==> src/core/ratc_pkg.sv <==
// Constants for the record arm and trigger controller
package ratc_pkg;
    localparam int          CLK_HZ          = 10_000_000;
    localparam int          PRE_MAX_US      = 51_200;
    localparam int          PRE_MAX_CYC     = PRE_MAX_US * (CLK_HZ / 1_000_000);
    localparam int          MIN_US          = 60_000_000;
    localparam int          MIN_CYC         = 600_000_000;
    localparam int          PRE_W           = 20;
    localparam int          HIGHG_N         = 3;
    localparam int          SMP_W           = 16;
    localparam int          CNT_W           = 16;
    localparam int          TIME_W          = 32;
    localparam logic [3:0]  A_CTRL          = 4'h0;
    localparam logic [3:0]  A_CMD           = 4'h1;
    localparam logic [3:0]  A_STATUS        = 4'h2;
    localparam logic [3:0]  A_IRQ_STAT      = 4'h3;
    localparam logic [3:0]  A_IRQ_MASK      = 4'h4;
    localparam logic [3:0]  A_EVT_COUNT     = 4'h5;
    localparam logic [3:0]  A_THR_HI        = 4'h6;
    localparam logic [3:0]  A_THR_LO        = 4'h7;
    localparam logic [3:0]  A_SCHED_UTC     = 4'h8;
    localparam logic [3:0]  A_INTERVAL      = 4'h9;
    localparam logic [3:0]  A_UTC_NOW       = 4'hA;
    localparam logic [3:0]  A_T0_STAMP      = 4'hB;
    localparam logic [3:0]  A_DONE_CNT      = 4'hC;
    localparam logic [3:0]  A_PRE_LEN       = 4'hD;
    // CTRL fields
    localparam int          C_SCHED         = 0;
    localparam int          C_EVLINE        = 1;
    localparam int          C_LEVEL         = 2;
    localparam int          C_MOTION        = 3;
    localparam int          C_MULTI         = 4;
    localparam int          C_USE_INT       = 5;
    localparam int          C_PRE           = 6;
    // CMD fields
    localparam int          K_ARM           = 0;
    localparam int          K_DISARM        = 1;
    localparam int          K_START         = 2;
    // IRQ fields
    localparam int          I_TRIG          = 0;
    localparam int          I_DONE          = 1;
    localparam int          I_FINISH        = 2;
    localparam int          I_W             = 3;
    typedef enum logic [3:0] {
        RATC_IDLE  = 4'b0001,
        RATC_SLEEP = 4'b0010,
        RATC_ARMED = 4'b0100,
        RATC_REC   = 4'b1000
    } ratc_state_t;
endpackage : ratc_pkg

==> src/core/ratc_core.sv <==
// Record arm, trigger and re-arm controller
//
// Functional notes
// - Event recognition instant latched as time zero
// - Pre-event window capped at 0.0512 s
// - Level trigger unusable with event-line start
// - Event-line start: no pre-data, lowest power
// - Wake-on-motion leaves low-power armed state
// - Scheduled start at UTC or minute interval
// - Scheduled mode keeps no pre-start samples
// - Multi-event mode re-arms after each recording short of the count
// - Stop re-arming at count or disarm
// - Level trigger on rise above / below
// - Thresholds checked on high-g channels only
// - Host command starts collection like event
// - Recording to flash runs without host
//
// Added by the designer: the register addresses and the address-and-strobe port.
`timescale 1ns/1ps
`default_nettype none
module ratc_core
    import ratc_pkg::*;
#(
    parameter int MIN_CYCLES = MIN_CYC
)(
    input  wire logic                     clk,
    input  wire logic                     sys_rst,
    input  wire logic [3:0]               reg_addr,
    input  wire logic [31:0]              reg_wdata,
    input  wire logic                     reg_wr,
    input  wire logic                     reg_rd,
    output logic [31:0]                   reg_rdata,
    input  wire logic                     event_n,
    input  wire logic                     motion,
    input  wire logic                     smp_valid,
    input  wire logic [HIGHG_N*SMP_W-1:0] smp_highg,
    input  wire logic                     rec_done,
    output logic                          rec_start,
    output logic                          rec_active,
    output logic [PRE_W-1:0]              rec_pre_len,
    output logic                          low_power,
    output logic                          irq
);
    ////////////////////////////////////////////////////////////////////
    ratc_state_t          state;
    logic [6:0]           ctrl;
    logic [CNT_W-1:0]     evt_count;
    logic [CNT_W-1:0]     done_cnt;
    logic signed [SMP_W-1:0] thr_hi;
    logic signed [SMP_W-1:0] thr_lo;
    logic [TIME_W-1:0]    sched_utc;
    logic [TIME_W-1:0]    interval;
    logic [TIME_W-1:0]    utc_now;
    logic [TIME_W-1:0]    t0_stamp;
    logic [TIME_W-1:0]    min_left;
    logic [31:0]          sec_div;
    logic [31:0]          min_div;
    logic [I_W-1:0]       irq_stat;
    logic [I_W-1:0]       irq_mask;
    logic [PRE_W-1:0]     pre_len;
    logic                 ev_s1;
    logic                 ev_s2;
    logic                 ev_s3;
    logic                 mo_s1;
    logic                 mo_s2;
    logic                 sec_tick;
    logic                 min_tick;
    logic                 cmd_wr;
    logic                 lvl_en;
    logic                 ev_edge;
    logic                 lvl_hit;
    logic                 sched_hit;
    logic                 trig;
    logic                 finish;
    logic [HIGHG_N-1:0]   ch_hit;

    ////////////////////////////////////////////////////////////////////
    // Pin synchronisers
    always_ff @(posedge clk or posedge sys_rst)
    begin
        if (sys_rst)
        begin
            ev_s1 <= 1'b0;
            ev_s2 <= 1'b0;
            ev_s3 <= 1'b0;
            mo_s1 <= 1'b0;
            mo_s2 <= 1'b0;
        end
        else
        begin
            ev_s1 <= ~event_n;
            ev_s2 <= ev_s1;
            ev_s3 <= ev_s2;
            mo_s1 <= motion;
            mo_s2 <= mo_s1;
        end
    end

    // Contact closure seen on its leading edge
    assign ev_edge = ev_s2 & ~ev_s3;

    ////////////////////////////////////////////////////////////////////
    // Timebase: seconds for UTC, minutes for interval
    always_ff @(posedge clk or posedge sys_rst)
    begin
        if (sys_rst)
        begin
            sec_div <= 32'h0;
            min_div <= 32'h0;
        end
        else
        begin
            sec_div <= sec_tick ? 32'h0 : sec_div + 32'h1;
            min_div <= (min_tick || state != RATC_ARMED) ? 32'h0 : min_div + 32'h1;
        end
    end

    assign sec_tick = (sec_div == 32'(CLK_HZ - 1));
    assign min_tick = (min_div == 32'(MIN_CYCLES - 1));

    ////////////////////////////////////////////////////////////////////
    // Trigger sources
    assign lvl_en = ctrl[C_LEVEL] & ~ctrl[C_EVLINE] & ~ctrl[C_SCHED];

    genvar g;
    generate
        for (g = 0; g < HIGHG_N; g++)
        begin : g_ch
            logic signed [SMP_W-1:0] s;
            assign s         = smp_highg[g*SMP_W +: SMP_W];
            assign ch_hit[g] = (s > thr_hi) || (s < thr_lo);
        end
    endgenerate

    assign lvl_hit   = lvl_en & smp_valid & (|ch_hit);
    assign sched_hit = ctrl[C_SCHED] & (ctrl[C_USE_INT] ? (min_tick && min_left <= 32'h1)
                                                        : (sec_tick && utc_now == sched_utc));
    assign cmd_wr    = reg_wr && reg_addr == A_CMD;
    assign trig      = (state == RATC_ARMED) && !(cmd_wr && reg_wdata[K_DISARM]) &&
                       ((!ctrl[C_SCHED] && ev_edge) || lvl_hit || sched_hit ||
                        (cmd_wr && reg_wdata[K_START]));
    assign finish    = (state == RATC_REC) && rec_done &&
                       (!ctrl[C_MULTI] || done_cnt + 16'h1 >= evt_count);

    // Pre-event length: none for event-line and scheduled starts
    always_comb
    begin
        if (ctrl[C_SCHED] || ctrl[C_EVLINE])
            pre_len = '0;
        else if (ctrl[C_PRE])
            pre_len = PRE_W'(PRE_MAX_CYC);
        else
            pre_len = '0;
    end

    ////////////////////////////////////////////////////////////////////
    // Arm state machine
    always_ff @(posedge clk or posedge sys_rst)
    begin
        if (sys_rst)
            state <= RATC_IDLE;
        else
        begin
            case (state)
                RATC_IDLE:
                    if (cmd_wr && reg_wdata[K_ARM] && !reg_wdata[K_DISARM])
                        state <= (ctrl[C_EVLINE] || ctrl[C_MOTION]) ? RATC_SLEEP : RATC_ARMED;
                RATC_SLEEP:
                    if (cmd_wr && reg_wdata[K_DISARM])
                        state <= RATC_IDLE;
                    else if (ctrl[C_MOTION] ? mo_s2 : 1'b1)
                        state <= RATC_ARMED;
                RATC_ARMED:
                    if (cmd_wr && reg_wdata[K_DISARM])
                        state <= RATC_IDLE;
                    else if (trig)
                        state <= RATC_REC;
                RATC_REC:
                    // Start commands and triggers have no effect here
                    if (rec_done)
                        state <= finish ? RATC_IDLE : RATC_ARMED;
                default:
                    state <= RATC_IDLE;
            endcase
        end
    end

    // Event-line armed unit sleeps until the closure itself
    assign low_power  = (state == RATC_SLEEP) ||
                        (state == RATC_ARMED && ctrl[C_EVLINE]);
    assign rec_active = (state == RATC_REC);
    assign rec_start  = trig;
    assign rec_pre_len = pre_len;

    ////////////////////////////////////////////////////////////////////
    // Counters, clock and time zero
    always_ff @(posedge clk or posedge sys_rst)
    begin
        if (sys_rst)
        begin
            done_cnt <= '0;
            t0_stamp <= '0;
            utc_now  <= '0;
            min_left <= '0;
        end
        else
        begin
            if (reg_wr && reg_addr == A_UTC_NOW)
                utc_now <= reg_wdata;
            else if (sec_tick)
                utc_now <= utc_now + 32'h1;
            if (trig)
                t0_stamp <= utc_now;
            if (state == RATC_IDLE && cmd_wr && reg_wdata[K_ARM])
                done_cnt <= '0;
            else if (state == RATC_REC && rec_done)
                done_cnt <= done_cnt + 16'h1;
            if (state != RATC_ARMED || min_left == '0)
                min_left <= interval;
            else if (min_tick)
                min_left <= min_left - 32'h1;
        end
    end

    ////////////////////////////////////////////////////////////////////
    // Configuration registers
    always_ff @(posedge clk or posedge sys_rst)
    begin
        if (sys_rst)
        begin
            ctrl      <= '0;
            evt_count <= 16'h0001;
            thr_hi    <= 16'h7FFF;
            thr_lo    <= 16'h8000;
            sched_utc <= '0;
            interval  <= 32'h0000_0001;
            irq_mask  <= '0;
        end
        else if (reg_wr && state == RATC_IDLE)
        begin
            case (reg_addr)
                A_CTRL:      ctrl      <= reg_wdata[6:0];
                A_EVT_COUNT: evt_count <= reg_wdata[CNT_W-1:0];
                A_THR_HI:    thr_hi    <= reg_wdata[SMP_W-1:0];
                A_THR_LO:    thr_lo    <= reg_wdata[SMP_W-1:0];
                A_SCHED_UTC: sched_utc <= reg_wdata;
                A_INTERVAL:  interval  <= reg_wdata;
                A_IRQ_MASK:  irq_mask  <= reg_wdata[I_W-1:0];
                default:     ;
            endcase
        end
    end

    ////////////////////////////////////////////////////////////////////
    // Interrupt status, cleared by read; a new event wins
    always_ff @(posedge clk or posedge sys_rst)
    begin
        if (sys_rst)
            irq_stat <= '0;
        else
            irq_stat <= ((reg_rd && reg_addr == A_IRQ_STAT) ? '0 : irq_stat) |
                        {finish, state == RATC_REC && rec_done, trig};
    end

    assign irq = |(irq_stat & irq_mask);

    ////////////////////////////////////////////////////////////////////
    // Read port
    always_ff @(posedge clk or posedge sys_rst)
    begin
        if (sys_rst)
            reg_rdata <= '0;
        else if (reg_rd)
        begin
            case (reg_addr)
                A_CTRL:      reg_rdata <= {25'h0, ctrl};
                A_STATUS:    reg_rdata <= {26'h0, ev_s2, low_power, state};
                A_IRQ_STAT:  reg_rdata <= {29'h0, irq_stat};
                A_IRQ_MASK:  reg_rdata <= {29'h0, irq_mask};
                A_EVT_COUNT: reg_rdata <= {16'h0, evt_count};
                A_THR_HI:    reg_rdata <= {16'h0, thr_hi};
                A_THR_LO:    reg_rdata <= {16'h0, thr_lo};
                A_SCHED_UTC: reg_rdata <= sched_utc;
                A_INTERVAL:  reg_rdata <= interval;
                A_UTC_NOW:   reg_rdata <= utc_now;
                A_T0_STAMP:  reg_rdata <= t0_stamp;
                A_DONE_CNT:  reg_rdata <= {16'h0, done_cnt};
                A_PRE_LEN:   reg_rdata <= {12'h0, pre_len};
                default:     reg_rdata <= '0;
            endcase
        end
    end
endmodule : ratc_core
`default_nettype wire

==> config.mk <==
export PLATFORM = sky130hd
export DESIGN_NAME = ratc_core
export DESIGN_NICKNAME = d
export VERILOG_FILES = /design/src/core/ratc_pkg.sv /design/src/core/ratc_core.sv
export SDC_FILE = /design/constraint.sdc
export NUM_CORES = 1
export LEC_CHECK = 0
export ABC_AREA = 1
export ABC_CLOCK_PERIOD_IN_PS = 11350
export BUFFER_PORTS_ARGS = -buffer_cell sky130_fd_sc_hd__clkbuf_2
export CAP_MARGIN = 20
export CORE_ASPECT_RATIO = 0.6
export CORE_UTILIZATION = 25
export CTS_CLUSTER_DIAMETER = 200
export DETAILED_ROUTE_END_ITERATION = 7
export GPL_ROUTABILITY_DRIVEN = 0
export PLACE_DENSITY_LB_ADDON = 0.15
export SYNTH_ARGS = -nofsm -noshare
export SYNTH_HDL_FRONTEND = slang
export SYNTH_SLANG_ARGS = --single-unit
==> constraint.sdc <==
create_clock -name clk -period 11.35 [get_ports clk]
set_input_delay 2.27 -clock clk [delete_from_list [all_inputs] [get_ports clk]]
set_output_delay 2.27 -clock clk [all_outputs]
set_load 0.05 [all_outputs]
# == Word level (Yosys, flattened, before mapping) ==
# Cells that the tools add are included.
# Widths: inputs -> output; s select.
# word_totals
memories,0
romBits,0
ram_bits,0
latch_bits,0
word_cells,143
register_bits,342
out_inout_bits,56
# classes
reduce_logical,49
mul,0
n_mux,23
bitwise_logic,12
shifts,0
order_cmp,8
addsub,5
div_mod_pow,0
eq_ne,25
# op_table
op,n
$pmux 32 s13,1
$mux 32,6
$add 32x1->32 const B,3
$gt 16x16->1,3
$lt 16x16->1,3
$mux 19,2
$eq 32x24->1 const B,1
$eq 32x30->1 const B,1
$eq 32x32->1,1
$le 32x1->1 const B,1
$logic_not 32->1,1
$mux 16,2
$sub 32x1->32 const B,1
$eq 4x4->1 const B,7
$mux 4,6
$eq 4x3->1 const B,5
$logic_and 1x1->1,18
$add 16x1->16 const B,1
$ge 16x16->1,1
$pmux 4 s4,1
$reduce_and 2->1,7
$eq 4x2->1 const B,3
$logic_or 1x1->1,12
$mux 3,3
other kinds (15),32

# == Longest topological paths before layout ==
# Gate-level depths: netlist of run 1.
# depth
word_depth,12
mapped_depth,23
mapped_depth_nobuf,22

# == Worst setup path before layout of run 1 ==
# OpenSTA, ideal clock, no wires.
# synth_path
kind,input to output
startpoint,input smp_highg[11]
endpoint,output rec_start
arrival_time_ns,4.009
required_time_ns,9.080
stages,15
path_slack_ns,5.071
cell_sequence,ha_1 nand2_1 or2_2 a21oi_1 nor2_1 nand3b_1 nand2_1 inv_1 nor2_1 nand2_1 nand2_1 nand2_4 nand2_4 buf_6 inv_1
# synth_via
elab_chain_len,8
# synth_rtl
element,line,text
start: declaration,ratc_core.sv:36,"input wire logic [HIGHG_N*SMP_W-1:0] smp_highg,"
$gt 16x16->1 / $lt 16x16->1 (equally long branches),ratc_core.sv:131,assign ch_hit[g] = (s > thr_hi) || (s < thr_lo);
$logic_or 1x1->1 *,ratc_core.sv:131,
$reduce_or 3->1 *,ratc_core.sv:135,assign lvl_hit = lvl_en & smp_valid & (|ch_hit);
$and 1x1->1 *,ratc_core.sv:135,
$logic_or 1x1->1 * (3 in a row),ratc_core.sv:140,((!ctrl[C_SCHED] && ev_edge) || lvl_hit || sched_hit ||
$logic_and 1x1->1 *,ratc_core.sv:139,assign trig = (state == RATC_ARMED) && !(cmd_wr && reg_wdata[K_DISARM]) &&
end: declaration,ratc_core.sv:38,"output logic rec_start,"
# Every way passes the cells marked *; elsewhere a longest branch is shown, timed or not.

# == Worst setup path in the final report of run 1 ==
# layout_path
startpoint,input smp_highg[31]
endpoint,output rec_start
# Same word-level chain as after synthesis.

==> results of run 1 <==
## per-layer routing
layer | routed length [um] | track usage [%] | vias up
met5 | 0 | 0 | -
met4 | 772 | 2.376 | 0
met3 | 5657 | 3.236 | 57
met2 | 29970 | 25.05 | 606
met1 | 40940 | 29.87 | 9218
li1 | - | - | 9025
## placed cells by master, fill, tap and decap left out, types with 11 or more instances in the layout
cell	Yosys	routed
o211ai_1	14	14
clkbuf_2	0	133
a21oi_1	106	106
nand3_1	117	117
nand2_1	665	665
xor2_1	66	66
ha_1	116	116
nor3_1	59	59
nor2_2	19	25
clkbuf_1	51	12
dfrtp_1	323	323
xnor2_1	11	11
buf_4	26	21
o2111ai_1	20	20
nor2_1	207	199
o21ai_0	210	210
inv_1	346	344
nand4_1	36	36
a221oi_1	15	15
o221ai_1	16	16
clkbuf_16	0	40
mux2_2	13	13
dfstp_2	19	19
o22ai_1	58	58
conb_1	1	14
nor4_1	19	19
## flip-flops by register name, indices dropped and copies added (netlist names), 4 cells and up
| signal | flops |
|---|---|
| interval | 32 |
| min_div | 32 |
| min_left | 32 |
| reg_rdata | 32 |
| sched_utc | 32 |
| sec_div | 32 |
| t0_stamp | 32 |
| utc_now | 32 |
| done_cnt | 16 |
| evt_count | 16 |
| thr_hi | 16 |
| thr_lo | 16 |
| ctrl | 7 |
| state | 4 |
## worst max-delay path by stage
stage / to / slack [ns] / depth (start not counted)
after global routing: rec_start / 3.43 / 17
after detailed placement: rec_start / 3.72 / 17
after CTS: rec_start / 3.71 / 17
after floorplan: ctrl[0] / 4.52 / 1
after global placement: rec_start / 3.73 / 17
final: rec_start / 3.61 / 17
## metrics by stage
stage / utilization (%) / power [uW] / cells
after floorplan: - / 3149 / 2685
after global placement: 27.44 / 3809 / 3813
after detailed placement: 27.46 / 3846 / 3814
after CTS: 29.02 / 5197 / 3884
after global routing: 29.06 / 5547 / 3885
final: 29.06 / 5171 / 3886
## cells by family (layout without fill, tap and decap cells)
kind of cell	after synthesis	after routing	share of synthesized area, %
DFF	342	342	41.43
and+or+nand+nor	1171	1171	24.62
xor gates and xnor gates	77	77	3.255
other	1	15	0.01810
adders and majority gates	116	116	7.006
buffers and inverters	459	580	9.042
muxes	13	13	0.7066
AOI/OAI and AO/OA	493	493	13.93
## power groups by stage
stage	logic (uW)	clock network, uW	registers, uW
final	1890	1320	1960
after global routing	2130	1410	2010
after CTS	1890	1360	1960
after detailed placement	1870	0	1970
after global placement	1840	0	1970
after floorplan	1240	0	1910
## worst max-delay path, cell delays in order
cell,delay (ns)
clkbuf_2,0.09
ha_1,0.39
nand2_1,0.12
nor3_1,0.58
nand2_1,0.17
nand2_1,0.09
nand2_1,0.05
nand2_1,0.06
nand2_1,0.05
nand2_1,0.05
nor2_1,0.04
nand2_1,0.10
nand2_1,0.11
nand2_4,0.39
nand2_4,0.43
inv_1,0.14
clkbuf_2,0.28
## final cells by class
type	count	area, um2	share of cell area (%)
inverter	353	1329	5.591
tap	1079	1350	5.680
antenna	1	2.502	0.01053
timing repair buffer	157	885.9	3.727
sequential	342	8582	36.11
clock inverter	12	150.1	0.6317
clock buffer	58	1129	4.748
multi-input combinational	1884	10340	43.50
==> impl_metrics.toml, run 1 <==
[status]
outcome = "complete, no violations"

[route]
vias = 18910
drcViolationCount = 0
wl_per_cell_um = 19.90
ant_nets = 0
dr.pass1.iters = 5
drtIter0Drc = 1692
wirelength_mm = 77.33
via_per_inst = 4.865

[power_and_ir_drop]
power_frac_comb_pct = 36.6
swShare_pct = 42.36
powerDensity_nw_per_um2 = 217.6
ir_worst_vdd_mv = 0.1068
power.switching_uw = 2190
internal-power_uw = 2980
pwr-share-clk_pct = 25.4
pwr-share-seq_pct = 38.0
p_leak_uw = 0.01112

[clock_network]
cts_tree = "built"
cts_hold_repair.buffers = 0
cts_root_buf = "clkbuf_16"
cts_buffer_depth = 3
htree_levels = 2
clkTransAtPathRegs_ns = 0.06
clk_latency_ns = 0.57
post_cts_resized = 0
cts_sinks = 342
post-cts-setup-buffers = 0
cts_made_buffers = 39

[worst_setup_path]
required_ns = 9.08
reg2reg_slack_ns = 6.84
arrival_ns = 5.47
reg2reg_from = "done_cnt[0]"
startpoint_type = "input pin"
reg2reg_depth = 22
timing.rr.end = "state[2]"
cp-startpoint = "smp_highg[31]"
path_class = "input pin to output pin"
cp-end-kind = "output pin"
cp_max_fo = 35

[global_route]
grt_pass1_wl_mm = 117.3
antenna_found_initial = 5
grt_max_degree = 128
gr-total-overflow = 0
track_usage_pct = 18.38
grt_pass1_vias = 18000

[timing]
tns_ns = 0
relSlewSlack_pct = 23.51
max_freq_mhz = 129.3
whs_ns = 0.3809
layout_min_cycle_time_ns = 7.737
finalCritPeriodShare_pct = 68.17
worst_pin_slew_ns = 1.133
hold_viol_final = 0
rsz0062_at_grt = "false"
maxSlewViolCount = 0
fin_skew_ns = 0.03648
setup_ws_ns = 3.613
setup_viol = 0

[logic_synthesis]
synth.distinct_cells = 60
synth_most_common_cell = "nand2_1"
synthTopCellsByCount = "nand2_1, inv_1, dfrtp_1"
syn_area_um2 = 20720
synth_top_area_share_pct = 39.02
synthFlopType = "dfrtp_1"
avgSynthCellArea_um2 = 7.753
synthArstFlopShare_pct = 100.0
netlist_instances = 2672
synth_warnings = 0
synth_edf_count = 0
ys_ff_latch = 342
synth_top_area_cell = "dfrtp_1"
seq_area_frac_synth_pct = 41.43
synthTopCellsByArea = "dfrtp_1, nand2_1, ha_1, inv_1, o21ai_0"

[min_path]
hp-class = "flop to flop"
whs_path_depth = 0
min_to = "mo_s2"
hp-start = "mo_s1"

[placed_design]
hpwl_mm = 57.49
io_buffers = 133
placed_area_um2 = 22460
post-place-ws_ns = 3.723

[finish]
area_growth_pct = 14.73
fin_area_um2 = 23770
fill_cells = 8814
drive_above_1_share_pct = 11.51
finalNetCount = 2985

[floorplanning]
start_util_pct = 25.33
dieArea_um2 = 84060
row_count = 81
die_h_um = 225.0
pin_count = 148
coreArea_um2 = 81790
fp.dieW_um = 373.6

[job]
timing.max_cap.violations = 0
Note: power is estimated with default switching activity, not from simulation.
==> run 2, diff against run 1 <==
Settings changed: ABC_CLOCK_PERIOD_IN_PS 11350 to 7400.
Clock period 11.35 ns to 7.4 ns, I/O delays scaled along.
==> run 2 against run 1 <==
Effect of this change: final cell count increased by 0.18%; wire length increased by 0.74%; first-iteration DRC count increased by 6.9%; flip-flop and latch count unchanged; clock skew decreased by 0.013 ns; critical path depth unchanged; utilization about the same; worst hold slack got worse by 0.034 ns; clock power increased by 51%; global-route usage increased by 0.24 points; sequential power increased by 54%; power increased by 53%; critical path type unchanged.
==> impl_metrics.toml, run 2 (synthesis gave the netlist of run 1 again) <==
[worst_setup_path]
path_buf_inv = 3
reg2reg_from = "done_cnt[0]"
cpLargestDelayFamily = "simple AND/OR/NAND/NOR gates"
max_stage_delay_ns = 0.57
required_ns = 5.92
cpMaxStageDelayCell = "nor3_1"
path_class = "input pin to output pin"
cp-end-kind = "output pin"
reg2reg_depth = 22
cp_max_fo = 33
path_cells = "clkbuf_2 -> ha_1 -> nand2_1 -> nor3_1 -> nand2_1 -> nand2_1 -> nand2_1 -> nand2_1 -> nand2_1 -> nand2_1 -> nor2_1 -> nand2_1 -> nand2_1 -> nand2_4 -> nand2_4 -> inv_1 -> clkbuf_2"
arrival_ns = 4.16
startpoint_type = "input pin"
reg2reg_slack_ns = 2.91
timing.rr.end = "state[2]"
crit_top_cell = "nand2_1"

[timing]
relSlewSlack_pct = 28.54
tns_ns = 0
worst_pin_slew_ns = 1.071
maxSlewViolCount = 0
layout_min_cycle_time_ns = 5.641
finalCritPeriodShare_pct = 76.22
max_freq_mhz = 177.3
setup_viol = 0
fin_skew_ns = 0.02357
rsz0062_at_grt = "false"
hold_viol_final = 0
whs_ns = 0.3468

[placed_design]
io_buffers = 133
hpwl_mm = 57.95

[floorplanning]
dieArea_um2 = 84060
coreArea_um2 = 81790
row_count = 81
die_h_um = 225.0
fp.dieW_um = 373.6
start_util_pct = 25.33
pin_count = 148

[route]
dr.pass1.iters = 8
ant_nets = 0
drtIter0Drc = 1808
via_per_inst = 4.833
vias = 18820
wl_per_cell_um = 20.01
drcViolationCount = 0
wirelength_mm = 77.91

[clock_network]
cts_buffer_depth = 3
post_cts_resized = 0
cts_sinks = 342
cts_root_buf = "clkbuf_16"
cts_hold_repair.buffers = 0
clkTransAtPathRegs_ns = 0.06
cts_tree = "built"
htree_levels = 2
post-cts-setup-buffers = 0
clk_latency_ns = 0.59
cts_made_buffers = 40

[finish]
fill_cells = 8799
final_cell_mix = "nand2_1, inv_1, dfrtp_1"
drive_above_1_share_pct = 11.70
area_growth_pct = 14.87
mostFrequentLayoutCell = "nand2_1"
finalNetCount = 2988
fin_util_pct = 29.10

[min_path]
min_to = "ev_s2"
hp-class = "flop to flop"
hp-start = "ev_s1"
whs_path_depth = 0

[power_and_ir_drop]
p_leak_uw = 0.01114
power.switching_uw = 3380
internal-power_uw = 4519
ir_worst_vdd_mv = 0.1380
pwr-share-seq_pct = 38.1
swShare_pct = 42.79
powerDensity_nw_per_um2 = 331.9
power_frac_comb_pct = 36.7
pwr-share-clk_pct = 25.2

[global_route]
grt_max_degree = 154
antenna_found_initial = 4
gr-total-overflow = 0
grt_pass1_vias = 18410
grt_pass1_wl_mm = 118.2
track_usage_pct = 18.62

[status]
outcome = "complete, no violations"

[job]
timing.max_cap.violations = 0
run 2: metal layers:
metal	vias to the layer above	share of wire, %	GRT usage [%]
li1	9057	-	-
met1	9123	52	28.99
met5	-	0.010	0
met4	2	1.5	3.651
met3	77	8.1	4.853
met2	556	39	25.15
run 2: worst register-to-register path, delay by kind of cell (launching register included):
| kind | cells | cell delay, ns |
|---|---|---|
| buffers and inverters | 2 | 0.11 |
| AND/OR/NAND/NOR | 14 | 2.26 |
| AO/OA/AOI/OAI | 3 | 0.87 |
| XOR/XNOR | 1 | 0.18 |
| flip-flops | 1 | 0.48 |
| adder cells (fa/ha/maj) | 2 | 0.49 |
run 2: how the worst max path moves through the flow:
| stage | start | to | slack (ns) | cells past startpoint |
|---|---|---|---|---|
| 2_1_floorplan | sys_rst | ctrl[0] | 1.36 | 1 |
| 3_3_place_gp | smp_highg[31] | rec_start | 1.76 | 17 |
| 3_5_place_dp | smp_highg[31] | rec_start | 1.77 | 17 |
| 4_1_cts | smp_highg[31] | rec_start | 1.77 | 17 |
| 5_1_grt | smp_highg[31] | rec_start | 1.57 | 17 |
| 6_report | smp_highg[31] | rec_start | 1.76 | 17 |
run 2: per-stage QoR:
step                      power [uW]  area (um2)  instances  setup WS [ns]
after floorplan                 4830       20770       2685          1.361
after global placement          5846       22470       3815          1.761
after detailed placement        5899       22490       3816          1.775
after CTS                       7958       23760       3890          1.767
after global routing            8519       23790       3891          1.570
final                           7899       23800       3893          1.759
run 2: power by group through the flow:
| stage | clock, uW | combinational, uW | sequential (uW) |
|---|---|---|---|
| detailed placement | 0 | 2880 | 3020 |
| floorplan | 0 | 1910 | 2920 |
| global placement | 0 | 2830 | 3020 |
| finish | 1990 | 2900 | 3010 |
| CTS | 2070 | 2900 | 3000 |
| global route | 2140 | 3300 | 3080 |
run 2: area by class of cell:
cell class / instances / area [um2] / area share, %
Antenna cell: 2 / 5.005 / 0.02103
Clock buffer: 62 / 1184 / 4.974
Clock inverter: 12 / 93.84 / 0.3943
Inverter: 353 / 1329 / 5.584
Multi-Input combinational cell: 1884 / 10340 / 43.45
Sequential cell: 342 / 8582 / 36.06
Tap cell: 1079 / 1350 / 5.673
Timing Repair Buffer: 159 / 913.4 / 3.838
